**src/design/ddfc_pkg.sv**
```systemverilog
// constants for the dual die flash host sequencer
package ddfc_pkg;
  // -------------------------------------------------------------------
  // address geometry
  // -------------------------------------------------------------------
  localparam int ADDR_W       = 27;
  localparam int DATA_W       = 16;
  localparam int SECTOR_BITS  = 16;
  localparam int SECTOR_COUNT = 2048;
  localparam int DIE_BIT      = 26;
  localparam logic [26:0] DIE1_BASE = 27'h4000000;
  // -------------------------------------------------------------------
  // command cycles
  // -------------------------------------------------------------------
  localparam logic [26:0] UNLOCK1_ADDR = 27'h0000555;
  localparam logic [26:0] UNLOCK2_ADDR = 27'h00002aa;
  localparam logic [15:0] UNLOCK1_DATA = 16'h00aa;
  localparam logic [15:0] UNLOCK2_DATA = 16'h0055;
  localparam logic [15:0] ERASE_SETUP  = 16'h0080;
  localparam logic [15:0] ERASE_SECTOR = 16'h0030;
  localparam logic [15:0] ID_ENTER     = 16'h0090;
  localparam logic [15:0] ID_EXIT      = 16'h00f0;
  // -------------------------------------------------------------------
  // identification offsets
  // -------------------------------------------------------------------
  localparam logic [26:0] ID_MFR   = 27'h0000000;
  localparam logic [26:0] ID_DEV1  = 27'h0000001;
  localparam logic [26:0] ID_PROT  = 27'h0000002;
  localparam logic [26:0] ID_SECV  = 27'h0000003;
  localparam logic [26:0] ID_DEV2  = 27'h000000e;
  localparam logic [26:0] ID_DEV3  = 27'h000000f;
  // -------------------------------------------------------------------
  // bus timing
  // -------------------------------------------------------------------
  localparam int CLK_NS    = 10;
  localparam int ACC_NS    = 110;
  localparam int WE_NS     = 40;
  localparam int ACC_CYC   = (ACC_NS + CLK_NS - 1) / CLK_NS;
  localparam int WE_CYC    = (WE_NS + CLK_NS - 1) / CLK_NS;
  localparam int CNT_W     = 8;
  // -------------------------------------------------------------------
  // operations and sequencer states
  // -------------------------------------------------------------------
  typedef enum logic [2:0] {
    OP_READ  = 3'h0,
    OP_ERASE = 3'h1,
    OP_IDRD  = 3'h2
  } ddfc_op_e;
  typedef enum logic [5:0] {
    ST_IDLE  = 6'b000001,
    ST_SETUP = 6'b000010,
    ST_WRLO  = 6'b000100,
    ST_RDLO  = 6'b001000,
    ST_GAP   = 6'b010000,
    ST_BUSY  = 6'b100000
  } ddfc_state_e;
endpackage

```
**src/design/ddfc_host.sv**
```systemverilog
// host controller for a two-die parallel flash behind one chip select
`timescale 1ns/1ps
module ddfc_host (
  input  wire logic                 clock,
  input  wire logic                 reset_n,
  // user request
  input  wire logic                 reqValid,
  input  wire logic [2:0]           reqOp,
  input  wire logic [26:0]          reqAddr,
  input  wire logic [26:0]          reqIdOffset,
  output logic                      reqReady,
  output logic                      rspValid,
  output logic [15:0]               rspData,
  // flash pins
  output logic [26:0]               flashAddr,
  output logic [15:0]               flashDqOut,
  output logic                      flashDqOe,
  input  wire logic [15:0]          flashDqIn,
  output logic                      flashCe_n,
  output logic                      flashOe_n,
  output logic                      flashWe_n,
  input  wire logic                 readyBusyNOut
);
  // -------------------------------------------------------------------
  // pin synchronisers
  // -------------------------------------------------------------------
  logic [15:0] dqS1_q, dqS2_q;
  logic        rbS1_q, rbS2_q;
  always_ff @(posedge clock or negedge reset_n) begin
    if (!reset_n) begin
      dqS1_q <= 16'h0000;
      dqS2_q <= 16'h0000;
      rbS1_q <= 1'b1;
      rbS2_q <= 1'b1;
    end else begin
      dqS1_q <= flashDqIn;
      dqS2_q <= dqS1_q;
      rbS1_q <= readyBusyNOut;
      rbS2_q <= rbS1_q;
    end
  end

  // -------------------------------------------------------------------
  // cycle script
  // -------------------------------------------------------------------
  // one entry per bus cycle; the die base rides on every address so
  // unlock and argument cycles reach only the addressed die
  function automatic logic [26:0] cmdAddr(input logic [2:0] op,
                                          input logic [2:0] idx,
                                          input logic [26:0] a,
                                          input logic [26:0] off);
    logic [26:0] base;
    logic [26:0] sect;
    base = a & ddfc_pkg::DIE1_BASE;
    sect = {a[26:16], 16'h0000};
    cmdAddr = base;
    if (op == ddfc_pkg::OP_READ) begin
      cmdAddr = a;
    end else if (idx == 3'd0 || (op == ddfc_pkg::OP_ERASE &&
                 (idx == 3'd2 || idx == 3'd3))) begin
      cmdAddr = base | ddfc_pkg::UNLOCK1_ADDR;
    end else if (idx == 3'd1 || idx == 3'd4) begin
      cmdAddr = base | ddfc_pkg::UNLOCK2_ADDR;
    end else if (op == ddfc_pkg::OP_ERASE) begin
      cmdAddr = sect;
    end else if (idx == 3'd2) begin
      // entry carries the sector whose lock state is wanted later
      cmdAddr = sect | ddfc_pkg::UNLOCK1_ADDR;
    end else if (off == ddfc_pkg::ID_PROT) begin
      cmdAddr = sect | off;
    end else begin
      cmdAddr = base | off;
    end
  endfunction

  function automatic logic [15:0] cmdData(input logic [2:0] op,
                                          input logic [2:0] idx);
    cmdData = ddfc_pkg::ID_EXIT;
    if (idx == 3'd0 || idx == 3'd3) cmdData = ddfc_pkg::UNLOCK1_DATA;
    else if (idx == 3'd1 || idx == 3'd4) cmdData = ddfc_pkg::UNLOCK2_DATA;
    else if (op == ddfc_pkg::OP_ERASE && idx == 3'd2)
      cmdData = ddfc_pkg::ERASE_SETUP;
    else if (op == ddfc_pkg::OP_ERASE) cmdData = ddfc_pkg::ERASE_SECTOR;
    else if (idx == 3'd2) cmdData = ddfc_pkg::ID_ENTER;
  endfunction

  // erase: u1 u2 80 u1 u2 30 id: u1 u2 90 read; exit after read.
  // a broken sequence is never issued, so never needs recovery here
  // -------------------------------------------------------------------
  // sequencer
  // -------------------------------------------------------------------
  ddfc_pkg::ddfc_state_e state_q, state_d;
  logic [2:0]  op_q, op_d;
  logic [2:0]  idx_q, idx_d;
  logic [7:0]  cnt_q, cnt_d;
  logic [26:0] addr_q, addr_d, off_q, off_d;
  logic [26:0] fa_q, fa_d;
  logic [15:0] fd_q, fd_d, rd_q, rd_d;
  logic        oe_q, oe_d, ce_q, ce_d, rdn_q, rdn_d, wen_q, wen_d;
  logic        rv_q, rv_d, rdy_q, rdy_d, ex_q, ex_d;
  logic        isRead;

  always_comb begin
    state_d = state_q;
    op_d = op_q;
    idx_d = idx_q;
    cnt_d = cnt_q;
    addr_d = addr_q;
    off_d = off_q;
    fa_d = fa_q;
    fd_d = fd_q;
    rd_d = rd_q;
    oe_d = oe_q;
    ce_d = ce_q;
    rdn_d = rdn_q;
    wen_d = wen_q;
    rv_d = 1'b0;
    rdy_d = rdy_q;
    ex_d = ex_q;
    isRead = (op_q == ddfc_pkg::OP_READ) ||
             (op_q == ddfc_pkg::OP_IDRD && idx_q == 3'd3 && !ex_q);
    case (state_q)
      ddfc_pkg::ST_IDLE: begin
        if (reqValid && rdy_q) begin
          op_d = reqOp;
          addr_d = reqAddr;
          off_d = reqIdOffset;
          idx_d = 3'd0;
          ex_d = 1'b0;
          rdy_d = 1'b0;
          state_d = ddfc_pkg::ST_SETUP;
        end
      end
      ddfc_pkg::ST_SETUP: begin
        fa_d = cmdAddr(op_q, idx_q, addr_q, off_q);
        fd_d = ex_q ? ddfc_pkg::ID_EXIT : cmdData(op_q, idx_q);
        if (ex_q) fa_d = addr_q & ddfc_pkg::DIE1_BASE;
        ce_d = 1'b0;
        cnt_d = 8'h00;
        if (isRead) begin
          rdn_d = 1'b0;
          state_d = ddfc_pkg::ST_RDLO;
        end else begin
          oe_d = 1'b1;
          wen_d = 1'b0;
          state_d = ddfc_pkg::ST_WRLO;
        end
      end
      ddfc_pkg::ST_WRLO: begin
        cnt_d = cnt_q + 8'h01;
        if (cnt_q == 8'(ddfc_pkg::WE_CYC - 1)) begin
          wen_d = 1'b1;
          state_d = ddfc_pkg::ST_GAP;
        end
      end
      ddfc_pkg::ST_RDLO: begin
        cnt_d = cnt_q + 8'h01;
        // two extra cycles cover the input synchroniser delay
        if (cnt_q == 8'(ddfc_pkg::ACC_CYC + 1)) begin
          rd_d = dqS2_q;
          rdn_d = 1'b1;
          state_d = ddfc_pkg::ST_GAP;
        end
      end
      ddfc_pkg::ST_GAP: begin
        // chip select rises between cycles; needed for the lock readout
        ce_d = 1'b1;
        oe_d = 1'b0;
        state_d = ddfc_pkg::ST_SETUP;
        if (op_q == ddfc_pkg::OP_READ) begin
          rv_d = 1'b1;
          rdy_d = 1'b1;
          state_d = ddfc_pkg::ST_IDLE;
        end else if (op_q == ddfc_pkg::OP_ERASE) begin
          idx_d = idx_q + 3'd1;
          if (idx_q == 3'd5) begin
            cnt_d = 8'h00;
            state_d = ddfc_pkg::ST_BUSY;
          end
        end else if (ex_q) begin
          rv_d = 1'b1;
          rdy_d = 1'b1;
          state_d = ddfc_pkg::ST_IDLE;
        end else if (idx_q == 3'd3) begin
          ex_d = 1'b1;
        end else begin
          idx_d = idx_q + 3'd1;
        end
      end
      ddfc_pkg::ST_BUSY: begin
        // wait more than 8 cycles for busy to reach rbS2_q before trusting the ready level
        if (cnt_q != 8'hff) cnt_d = cnt_q + 8'h01;
        if (cnt_q > 8'h08 && rbS2_q) begin
          rv_d = 1'b1;
          rdy_d = 1'b1;
          state_d = ddfc_pkg::ST_IDLE;
        end
      end
      default: state_d = ddfc_pkg::ST_IDLE;
    endcase
  end

  always_ff @(posedge clock or negedge reset_n) begin
    if (!reset_n) begin
      state_q <= ddfc_pkg::ST_IDLE;
      op_q <= 3'h0;
      idx_q <= 3'h0;
      cnt_q <= 8'h00;
      addr_q <= 27'h0000000;
      off_q <= 27'h0000000;
      fa_q <= 27'h0000000;
      fd_q <= 16'h0000;
      rd_q <= 16'h0000;
      oe_q <= 1'b0;
      ce_q <= 1'b1;
      rdn_q <= 1'b1;
      wen_q <= 1'b1;
      rv_q <= 1'b0;
      rdy_q <= 1'b1;
      ex_q <= 1'b0;
    end else begin
      state_q <= state_d;
      op_q <= op_d;
      idx_q <= idx_d;
      cnt_q <= cnt_d;
      addr_q <= addr_d;
      off_q <= off_d;
      fa_q <= fa_d;
      fd_q <= fd_d;
      rd_q <= rd_d;
      oe_q <= oe_d;
      ce_q <= ce_d;
      rdn_q <= rdn_d;
      wen_q <= wen_d;
      rv_q <= rv_d;
      rdy_q <= rdy_d;
      ex_q <= ex_d;
    end
  end

  assign reqReady   = rdy_q;
  assign rspValid   = rv_q;
  assign rspData    = rd_q;
  assign flashAddr  = fa_q;
  assign flashDqOut = fd_q;
  assign flashDqOe  = oe_q;
  assign flashCe_n  = ce_q;
  assign flashOe_n  = rdn_q;
  assign flashWe_n  = wen_q;
endmodule

```
**config.mk**
```make
export PLATFORM = sky130hd
export DESIGN_NAME = ddfc_host
export DESIGN_NICKNAME = d
export VERILOG_FILES = /design/src/design/ddfc_pkg.sv /design/src/design/ddfc_host.sv
export SDC_FILE = /design/constraint.sdc
export NUM_CORES = 1
export LEC_CHECK = 0
export BUFFER_PORTS_ARGS = -buffer_cell sky130_fd_sc_hd__buf_2
export CORE_ASPECT_RATIO = 1.4
export CORE_MARGIN = 3
export CORE_UTILIZATION = 45
export DETAILED_ROUTE_END_ITERATION = 10
export MAX_ROUTING_LAYER = met4
export PLACE_DENSITY = 0.71
export RECOVER_POWER = 50
export SLEW_MARGIN = 40
export SYNTH_ARGS = -nofsm -noshare
export SYNTH_HDL_FRONTEND = slang
export SYNTH_SLANG_ARGS = --single-unit
```
**constraint.sdc**
```tcl
create_clock -name clock -period 2.1 [get_ports clock]
set_input_delay 0.63 -clock clock [delete_from_list [all_inputs] [get_ports clock]]
set_output_delay 0.63 -clock clock [all_outputs]
set_load 0.1 [all_outputs]
```
==> results of run 1 <==
==> metal layers <==
layer	vias up	routed length [um]	part of all wire [%]	track usage, %
met2	123	8710	55	34.8
li1	2238	-	-	-
met5	-	0	0	-
met1	2417	6150	39	22.9
met3	28	586	3.7	3.61
met4	0	389	2.5	7.86
==> path summary, 6_finish.rpt <==
| check | from | endpoint | slack, ns | cells past startpoint |
|---|---|---|---|---|
| worst max-delay path | flashCe_n | flashCe_n | 0.08 | 1 |
| min in group asynchronous | reset_n | rspValid | 0.36 | 1 |
| max in group asynchronous | reset_n | rspData[0] | 0.45 | 2 |
| worst max register to register | state_q[1] | idx_q[2] | 0.11 | 4 |
| worst min-delay path | readyBusyNOut | rbS1_q | 0.30 | 1 |
| worst min register to register | dqS1_q[12] | dqS2_q[12] | 0.35 | 0 |
==> placed cells by master (no fill, tap or decap), types with 9 or more instances in the layout <==
cell type,instances
o21ai_0,38
inv_1,13
buf_2,131
buf_4,22
mux2_2,71
a22o_1,17
clkbuf_16,17
a21o_1,19
dfrtp_1,157
a31oi_1,10
nor2_1,23
nand2_1,41
nor2b_1,9
a21oi_1,17
==> worst reg2reg max path, stage by stage (launching register included) <==
cell and delay [ns]:
dfrtp_1 0.48, nor4_2 0.45, nand2_1 0.23, o22ai_2 0.35
mux2_2 0.37
==> cell families (layout without fill, tap and decap cells) <==
family | count (synthesis) | in the layout | share of synthesized area (%)
AOI/OAI and AO/OA | 125 | 125 | 12.4
xor gates and xnor gates | 3 | 3 | 0.384
adders and majority gates | 7 | 7 | 1.28
buffers and inverters | 48 | 207 | 3.91
DFF | 164 | 164 | 60.1
muxes | 79 | 79 | 13.0
other | 1 | 9 | 0.0548
and+or+nand+nor | 119 | 119 | 8.91
==> report_power, final <==
part	switching, mW	total (mW)	internal (mW)
registers	0.00999	3.20	3.19
clock network	1.49	3.12	1.63
logic	0.145	0.198	0.0526
==> state kept, by name, summed over array words and instances, names as in the netlist, 6 cells and up <==
register and count:
state_q 6, flashAddr 27, rspData 16, off_q 27, flashDqOut 6, dqS1_q 16
cnt_q 8, addr_q 27, dqS2_q 16
==> cell type report <==
class                      count  area (um2)  area share [%]
timing repair buffer         162         933            11.0
antenna                        1        2.50          0.0295
clock inverter                15         204            2.41
inverter                      13        48.8           0.576
sequential                   164        4110            48.6
tap                          189         236            2.79
multi-input combinational    341        2510            29.6
clock buffer                  17         425            5.02
==> through the flow <==
| stage | cells | setup WS [ns] | power, mW | utilization, % |
|---|---|---|---|---|
| after CTS | 901 | 0.00500 | 6.60 | 57.7 |
| after detailed placement | 869 | 0.0564 | 3.47 | 53.4 |
| final | 902 | 0.0830 | 6.52 | 57.6 |
| after global routing | 902 | -0.0101 | 6.77 | 57.6 |
| after global placement | 869 | 0.0918 | 3.47 | 53.4 |
| after floorplan | 553 | 0.130 | 3.33 | - |
==> timing repair <==
item | in CTS | in global routing
resized for setup | 0 | 7
buffers inserted | 0 | 0
setup endpoints to repair | 0 | 84
==> impl_metrics.csv, run 1 <==
group,metric,value,unit
cts,postCtsHoldBufs,0,
setup_path,crit_buf_inv,1,
routing,wl_per_cell,17.6,um
setup_path,slowest_delay,0.53,ns
synthesis,synthesis.area,6840,um2
synthesis,ys_async_sr_fraction,100,%
die,coreArea,14700,um2
setup_path,endpoint_kind,"primary output",
die,io_pins,142,
cells_and_area,syn_to_final_growth,23.8,%
setup_path,startpoint_type,"register",
sta,fmax,496,MHz
cts,root_buffer,"clkbuf_16",
cells_and_area,nets,783,
die,start_util,46.5,%
sta,whs,0.303,ns
cts,cts_tree,"yes",
synthesis,postSynthCellCount,546,
cells_and_area,drive_above_1_share,40.7,%
worst_hold_path,hold_class,"in2reg",
synthesis,syn_area_per_cell,12.5,um2
global_route,grt_use_total,20.2,%
routing,vias,4806,
placed_design,gp_congestion,0.941,
placed_design,dpl_cell_area,7850,um2
setup_path,crit_chain,"buf_2",
synthesis,yosys.area.top_type_share,57.4,%
die,dieWidth,110,um
die,dieArea,16700,um2
sta,rsz0062_at_grt,"yes",
cells_and_area,fillers,1233,
routing,avgViaCountPerCell,5.33,
power,ir_drop,0.000461,V
global_route,overflow,0,
sta,max_slew_margin,36.4,%
setup_path,path_max_fanout,2,
sta,worst_pin_slew,0.954,ns
sta,finalHoldViolations,0,
setup_path,slowest_stage,"dfstp_2",
synthesis,ys_top_cells_by_area,"dfrtp_1 (57%), mux2_2 (12%), o21ai_0 (2.8%)",
synthesis,yosysMostFrequentCell,"dfrtp_1",
global_route,grt_max_degree,55,
sta,finalMaxSlewViolations,0,
sta,fin_crit,2.02,ns
die,die_y,152,um
placed_design,dpl.hpwl,11800,um
synthesis,synth_edf_count,0,
routing,wl,15800,um
synthesis,yosys-top-cells-count,"dfrtp_1 (157), mux2_2 (71), nand2_1 (41)",
synthesis,synth_seq_cells,164,
placed_design,io_buffers,133,
cts,clockBufferDepth,2,
global_route,first_global_vias,5086,
routing,ant_nets,0,
synthesis,synth.distinct_cells,52,
synthesis,yosysTopAreaCell,"dfrtp_1",
power,power.density,770,nW/um2
setup_path,path_class,"reg2out",
routing,drtPass1Iterations,4,
routing,post-route-drc-count,0,
synthesis,yosysWarnings,0,
cts,h-tree-depth,4,
sta,setup_viol,0,
setup_path,arrival,1.39,ns
status,status,"finished clean",
global_route,grt_first_pass_wirelength,25600,um
job,maxCapViolations,0,
sta,finalSetupTns,0,ns
power,p_leak,4.41,nW
die,num_rows,52,
cts,clock_latency,0.42,ns
sta,skew,0.0106,ns
setup_path,cpLargestDelayFamily,"flip-flops",
sta,post-route-period-util,96.0,%
synthesis,synth_ff_type,"dfrtp_1",
routing,drtIter0Drc,305,
global_route,antenna_found_initial,1,
cells_and_area,finalInstanceArea,8470,um2
synthesis,synth-seq-area-share,60.1,%
cts,clock_sinks,164,
cts,cts.clk_slew.worst_paths,0.07,ns
cts,cts_made_buffers,17,
setup_path,crit_required,1.47,ns
Note: power is estimated with default switching activity, not from simulation.
==> run 2, diff against run 1 <==
Clock period 2.1 ns to 2.5 ns, I/O delays scaled along.
==> run 2 against run 1 <==
Against the previous run:
- routed wire length fell by 2.9%
- sequential power fell by 16%
- non-clock buffer count fell by 18
- hold slack improved by 0.049 ns
- die area did not move
- total power fell by 16%
- largest cell class unchanged
- clock skew rose by 0.0036 ns
==> impl_metrics.csv, run 2 (synthesis results as in run 1) <==
group,metric,value,unit
setup_path,arrival,2.52,ns
global_route,grt_max_degree,62,
routing,wl_per_cell,17.4,um
sta,max_slew_margin,1.74,%
cells_and_area,syn_to_final_growth,21.6,%
routing,ant_nets,0,
placed_design,dp.cells,851,
placed_design,io_buffers,133,
sta,fmax,451,MHz
routing,drtPass1Iterations,5,
cells_and_area,drive_above_1_share,38.3,%
routing,wl,15400,um
die,coreArea,14700,um2
die,die_y,152,um
power,swShare,25.2,%
global_route,antenna_found_initial,1,
cells_and_area,final_common_cell,"dfrtp_1",
cts,cts.clk_slew.worst_paths,0.07,ns
die,start_util,46.5,%
power,pwr-share-clk,47.8,%
cts,post_cts_buffers,0,
power,seqPwrFrac,49.0,%
power,ir_drop,0.000399,V
worst_hold_path,hold_class,"reg2reg",
routing,post-route-drc-count,0,
cts,cts_made_buffers,17,
setup_path,startpoint_type,"register",
cells_and_area,layoutNonFillerInstCount,884,
sta,worst_pin_slew,1.47,ns
cells_and_area,nets,765,
power,power.net_switching,1.38,mW
cts,clock_sinks,164,
setup_path,crit_required,2.81,ns
routing,avgViaCountPerCell,5.33,
die,dieWidth,110,um
routing,drtIter0Drc,288,
setup_path,path_max_fanout,17,
sta,setup_viol,0,
global_route,grt_first_pass_wirelength,25100,um
setup_path,endpoint_kind,"register",
die,io_pins,142,
global_route,overflow,0,
power,power.internal,4.10,mW
cells_and_area,multiInputGateArea,2490,um2
die,num_rows,52,
global_route,grt_use_total,19.9,%
global_route,first_global_vias,4960,
power,p_leak,4.32,nW
cts,clockBufferDepth,2,
power,combPwrFrac,3.1,%
setup_path,path_class,"reg2reg",
cells_and_area,seqCellArea,4110,um2
cts,h-tree-depth,4,
cts,cts_tree,"yes",
sta,rsz0062_at_grt,"no",
cells_and_area,final_cell_mix,"dfrtp_1 (157), buf_2 (131), mux2_2 (71)",
placed_design,dpl.hpwl,11200,um
die,dieArea,16700,um2
sta,post-route-period-util,88.6,%
routing,vias,4715,
cts,clock_latency,0.42,ns
cts,post_cts_resized,0,
status,status,"finished clean",
sta,finalMaxSlewViolations,0,
job,maxCapViolations,0,
placed_design,gp_congestion,0.909,
cts,root_buffer,"clkbuf_16",
sta,skew,0.0142,ns
cts,postCtsHoldBufs,0,
cells_and_area,fillers,1256,
power,power.density,659,nW/um2
sta,finalSetupTns,0,ns
sta,finalHoldViolations,0,
sta,fin_crit,2.22,ns
==> run 2: cell count changes in the layout (fill, tap and decap cells not counted), sizes merged <==
cell | before | now
buf | 157 | 142
clkinv | 11 | 10
clkbuf | 22 | 19
inv | 17 | 18
==> run 2: final timing paths <==
path                       startpoint    endpoint  slack [ns]  cells past startpoint
min reg2reg                 dqS1_q[0]   dqS2_q[0]        0.35                      0
max in group asynchronous     reset_n  state_q[0]        0.80                      2
max                          cnt_q[6]  rspData[5]        0.28                      4
min                         dqS1_q[0]   dqS2_q[0]        0.35                      0
min in group asynchronous     reset_n    cnt_q[0]        0.68                      1
max reg2reg                  cnt_q[6]  rspData[5]        0.28                      4
==> run 2: power groups by stage <==
stage                     clock (mW)  sequential [mW]  combinational (mW)
after global routing            2.82             2.69               0.190
final                           2.62             2.69               0.171
after floorplan                    0             2.74              0.0627
after CTS                       2.70             2.69               0.177
after detailed placement           0             2.74               0.177
after global placement             0             2.74               0.173
==> run 2: critical path: stages (launching register included) <==
cell and delay, ns:
dfrtp_1 0.42, nor4_1 0.48, nand4_1 0.31, nor2_4 0.49
mux2_2 0.39
==> run 2: through the flow <==
step	hold slack (ns)	cell area (um2)	setup WS [ns]	power [mW]	utilization, %
finish	0.352	8320	0.284	5.48	56.6
detailed placement	0.335	7690	0.266	2.92	52.3
CTS	0.309	8320	0.257	5.56	56.6
global placement	0.332	7690	0.327	2.91	52.3
global route	0.363	8320	0.155	5.71	56.6
floorplan	0.331	6870	0.410	2.80	-
==> run 2: per-layer routing <==
metal / track usage (%) / up-vias / share of wire (%)
li1: - / 2197 / -
met5: - / - / 0
met3: 4.37 / 36 / 4.5
met1: 23.0 / 2339 / 40
met4: 8.16 / 0 / 3.0
met2: 33.0 / 143 / 53
==> run 2: final cells by class <==
class / count / area share (%)
repair buffers: 144 / 9.58
diodes: 1 / 0.0301
flip-flops and latches: 164 / 49.4
clock inverters: 15 / 2.48
well taps: 189 / 2.84
inverters: 13 / 0.587
clock buffers: 17 / 5.11
multi-input cells: 341 / 29.9
==> run 3, diff against run 2 <==
Settings changed: CORE_MARGIN 3 to 5.
==> run 3 against run 2 <==
Against the previous run:
- hold slack got worse by 0.0031 ns
- maximum frequency rose by 0.97%
- highest routed layer unchanged
- critical path depth fell by 3
- sequential share of layout area rose by 0.24 points
- flip-flop and latch count did not move
- sequential power barely moved
- via count rose by 1.3%
- count of clock-buffer cells in the layout did not move
- utilization fell by 1.3 points
- non-clock buffer count rose by 1
- setup slack improved by 0.021 ns
==> impl_metrics.csv, run 3 (synthesis results as in run 1) <==
group,metric,value,unit
global_route,grt_max_degree,61,
die,die_y,156,um
cells_and_area,final_common_cell,"dfrtp_1",
power,ir_drop,0.000468,V
setup_path,path_max_fanout,5,
power,seqPwrFrac,48.6,%
cts,clock_latency,0.43,ns
cells_and_area,nets,766,
worst_hold_path,hold-path-endpoint,"dqS2_q[10]",
routing,drtPass1Iterations,5,
sta,finalMaxSlewViolations,0,
placed_design,dpl.hpwl,11600,um
cts,clockBufferDepth,2,
die,dieWidth,114,um
setup_path,rr_worst_depth,6,
routing,wl_per_cell,18.0,um
sta,finalHoldViolations,0,
setup_path,slowest_stage,"dfstp_2",
placed_design,dpl_cell_area,7690,um2
cts,cts_made_buffers,17,
die,dieArea,17800,um2
setup_path,cpLargestDelayFamily,"flip-flops",
routing,drtIter0Drc,333,
power,swShare,24.5,%
routing,wl,15900,um
power,power.net_switching,1.35,mW
setup_path,reg2reg_to,"idx_q[2]",
cells_and_area,finalInstanceArea,8280,um2
power,combPwrFrac,3.0,%
setup_path,endpoint_kind,"primary output",
job,maxCapViolations,0,
cts,root_buffer,"clkbuf_16",
setup_path,rrSetupSlack,0.39,ns
sta,fmax,456,MHz
placed_design,gp_congestion,0.898,
power,p_leak,4.31,nW
cts,cts.clk_slew.worst_paths,0.07,ns
setup_path,path_class,"reg2out",
cells_and_area,num_antenna_cells,0,
sta,post-route-period-util,87.8,%
setup_path,crit_buf_inv,1,
cts,clock_sinks,164,
global_route,grt_use_total,19.4,%
sta,worst_pin_slew,1.05,ns
cts,post_cts_resized,0,
status,status,"finished clean",
routing,post-route-drc-count,0,
sta,finalSetupTns,0,ns
routing,vias,4774,
global_route,grt_first_pass_wirelength,26100,um
power,pwr-share-clk,48.4,%
power,power.internal,4.18,mW
cells_and_area,final_cell_mix,"dfrtp_1 (157), buf_2 (130), mux2_2 (71)",
setup_path,startpoint_type,"register",
cells_and_area,post-route-util,55.2,%
worst_hold_path,min_from,"dqS1_q[10]",
routing,ant_nets,0,
global_route,first_global_vias,5090,
setup_path,cp-startpoint,"reqReady",
sta,skew,0.0140,ns
global_route,antenna_found_initial,0,
placed_design,place_ws,0.370,ns
cells_and_area,drive_above_1_share,38.3,%
cells_and_area,syn_to_final_growth,21.0,%
die,start_util,45.7,%
placed_design,io_buffers,133,
worst_hold_path,holdPathStages,0,
cts,postCtsHoldBufs,0,
setup_path,r2r-start,"state_q[0]",
sta,max_slew_margin,30.2,%
sta,fin_crit,2.19,ns
setup_path,arrival,1.44,ns
cts,h-tree-depth,4,
routing,avgViaCountPerCell,5.38,
die,coreArea,15000,um2
sta,setup_ws,0.305,ns
die,io_pins,142,
cts,cts_tree,"yes",
power,power.density,669,nW/um2
worst_hold_path,hold_class,"reg2reg",
global_route,overflow,0,
setup_path,crit_chain,"buf_2",
sta,rsz0062_at_grt,"no",
die,num_rows,53,
setup_path,slowest_delay,0.58,ns
setup_path,crit_required,1.75,ns
cts,post_cts_buffers,0,
sta,setup_viol,0,
==> run 3: cell count changes in the layout (fill, tap and decap cells not counted), sizes merged <==
cell / previous run / this run
clkinv: 10 / 5
buf: 142 / 139
clkbuf: 19 / 23
inv: 18 / 21
clkinvlp: 0 / 1
bufinv: 0 / 1
diode: 1 / 0
==> run 3: worst max path at each step <==
stage,to,cells after the start
global placement,rspData[8],4
global route,addr_q[25],2
floorplan,flashDqOut[2],1
CTS,reqReady,1
detailed placement,rspData[12],4
finish,reqReady,1
==> run 3: per-layer routing <==
layer,vias to the layer above,global-route usage [%],part of all wire (%)
li1,2203,-,-
met1,2401,21.5,37
met2,144,33.8,56
met5,-,-,0
met3,26,4.35,4.8
met4,0,7.47,2.2
==> run 3: power groups by stage <==
| stage | Combinational (mW) | Sequential (mW) | Clock [mW] |
|---|---|---|---|
| CTS | 0.181 | 2.69 | 2.74 |
| detailed placement | 0.180 | 2.74 | 0 |
| finish | 0.168 | 2.69 | 2.68 |
| global placement | 0.176 | 2.74 | 0 |
| global route | 0.187 | 2.69 | 2.85 |
| floorplan | 0.0627 | 2.74 | 0 |
==> run 3: cell type report <==
cell class,count,area (um2)
tap,192,240
clock inverter,15,199
fill,1296,6710
sequential,164,4110
clock buffer,17,425
inverter,13,48.8
multi-input combinational,341,2490
timing repair buffer,145,763
==> run 3: per-stage QoR <==
| step | hold slack (ns) | power (mW) | cells |
|---|---|---|---|
| 2_1_floorplan | 0.331 | 2.80 | 553 |
| 3_3_place_gp | 0.331 | 2.91 | 855 |
| 3_5_place_dp | 0.335 | 2.92 | 855 |
| 4_1_cts | 0.240 | 5.61 | 887 |
| 5_1_grt | 0.355 | 5.73 | 887 |
| 6_report | 0.349 | 5.53 | 887 |
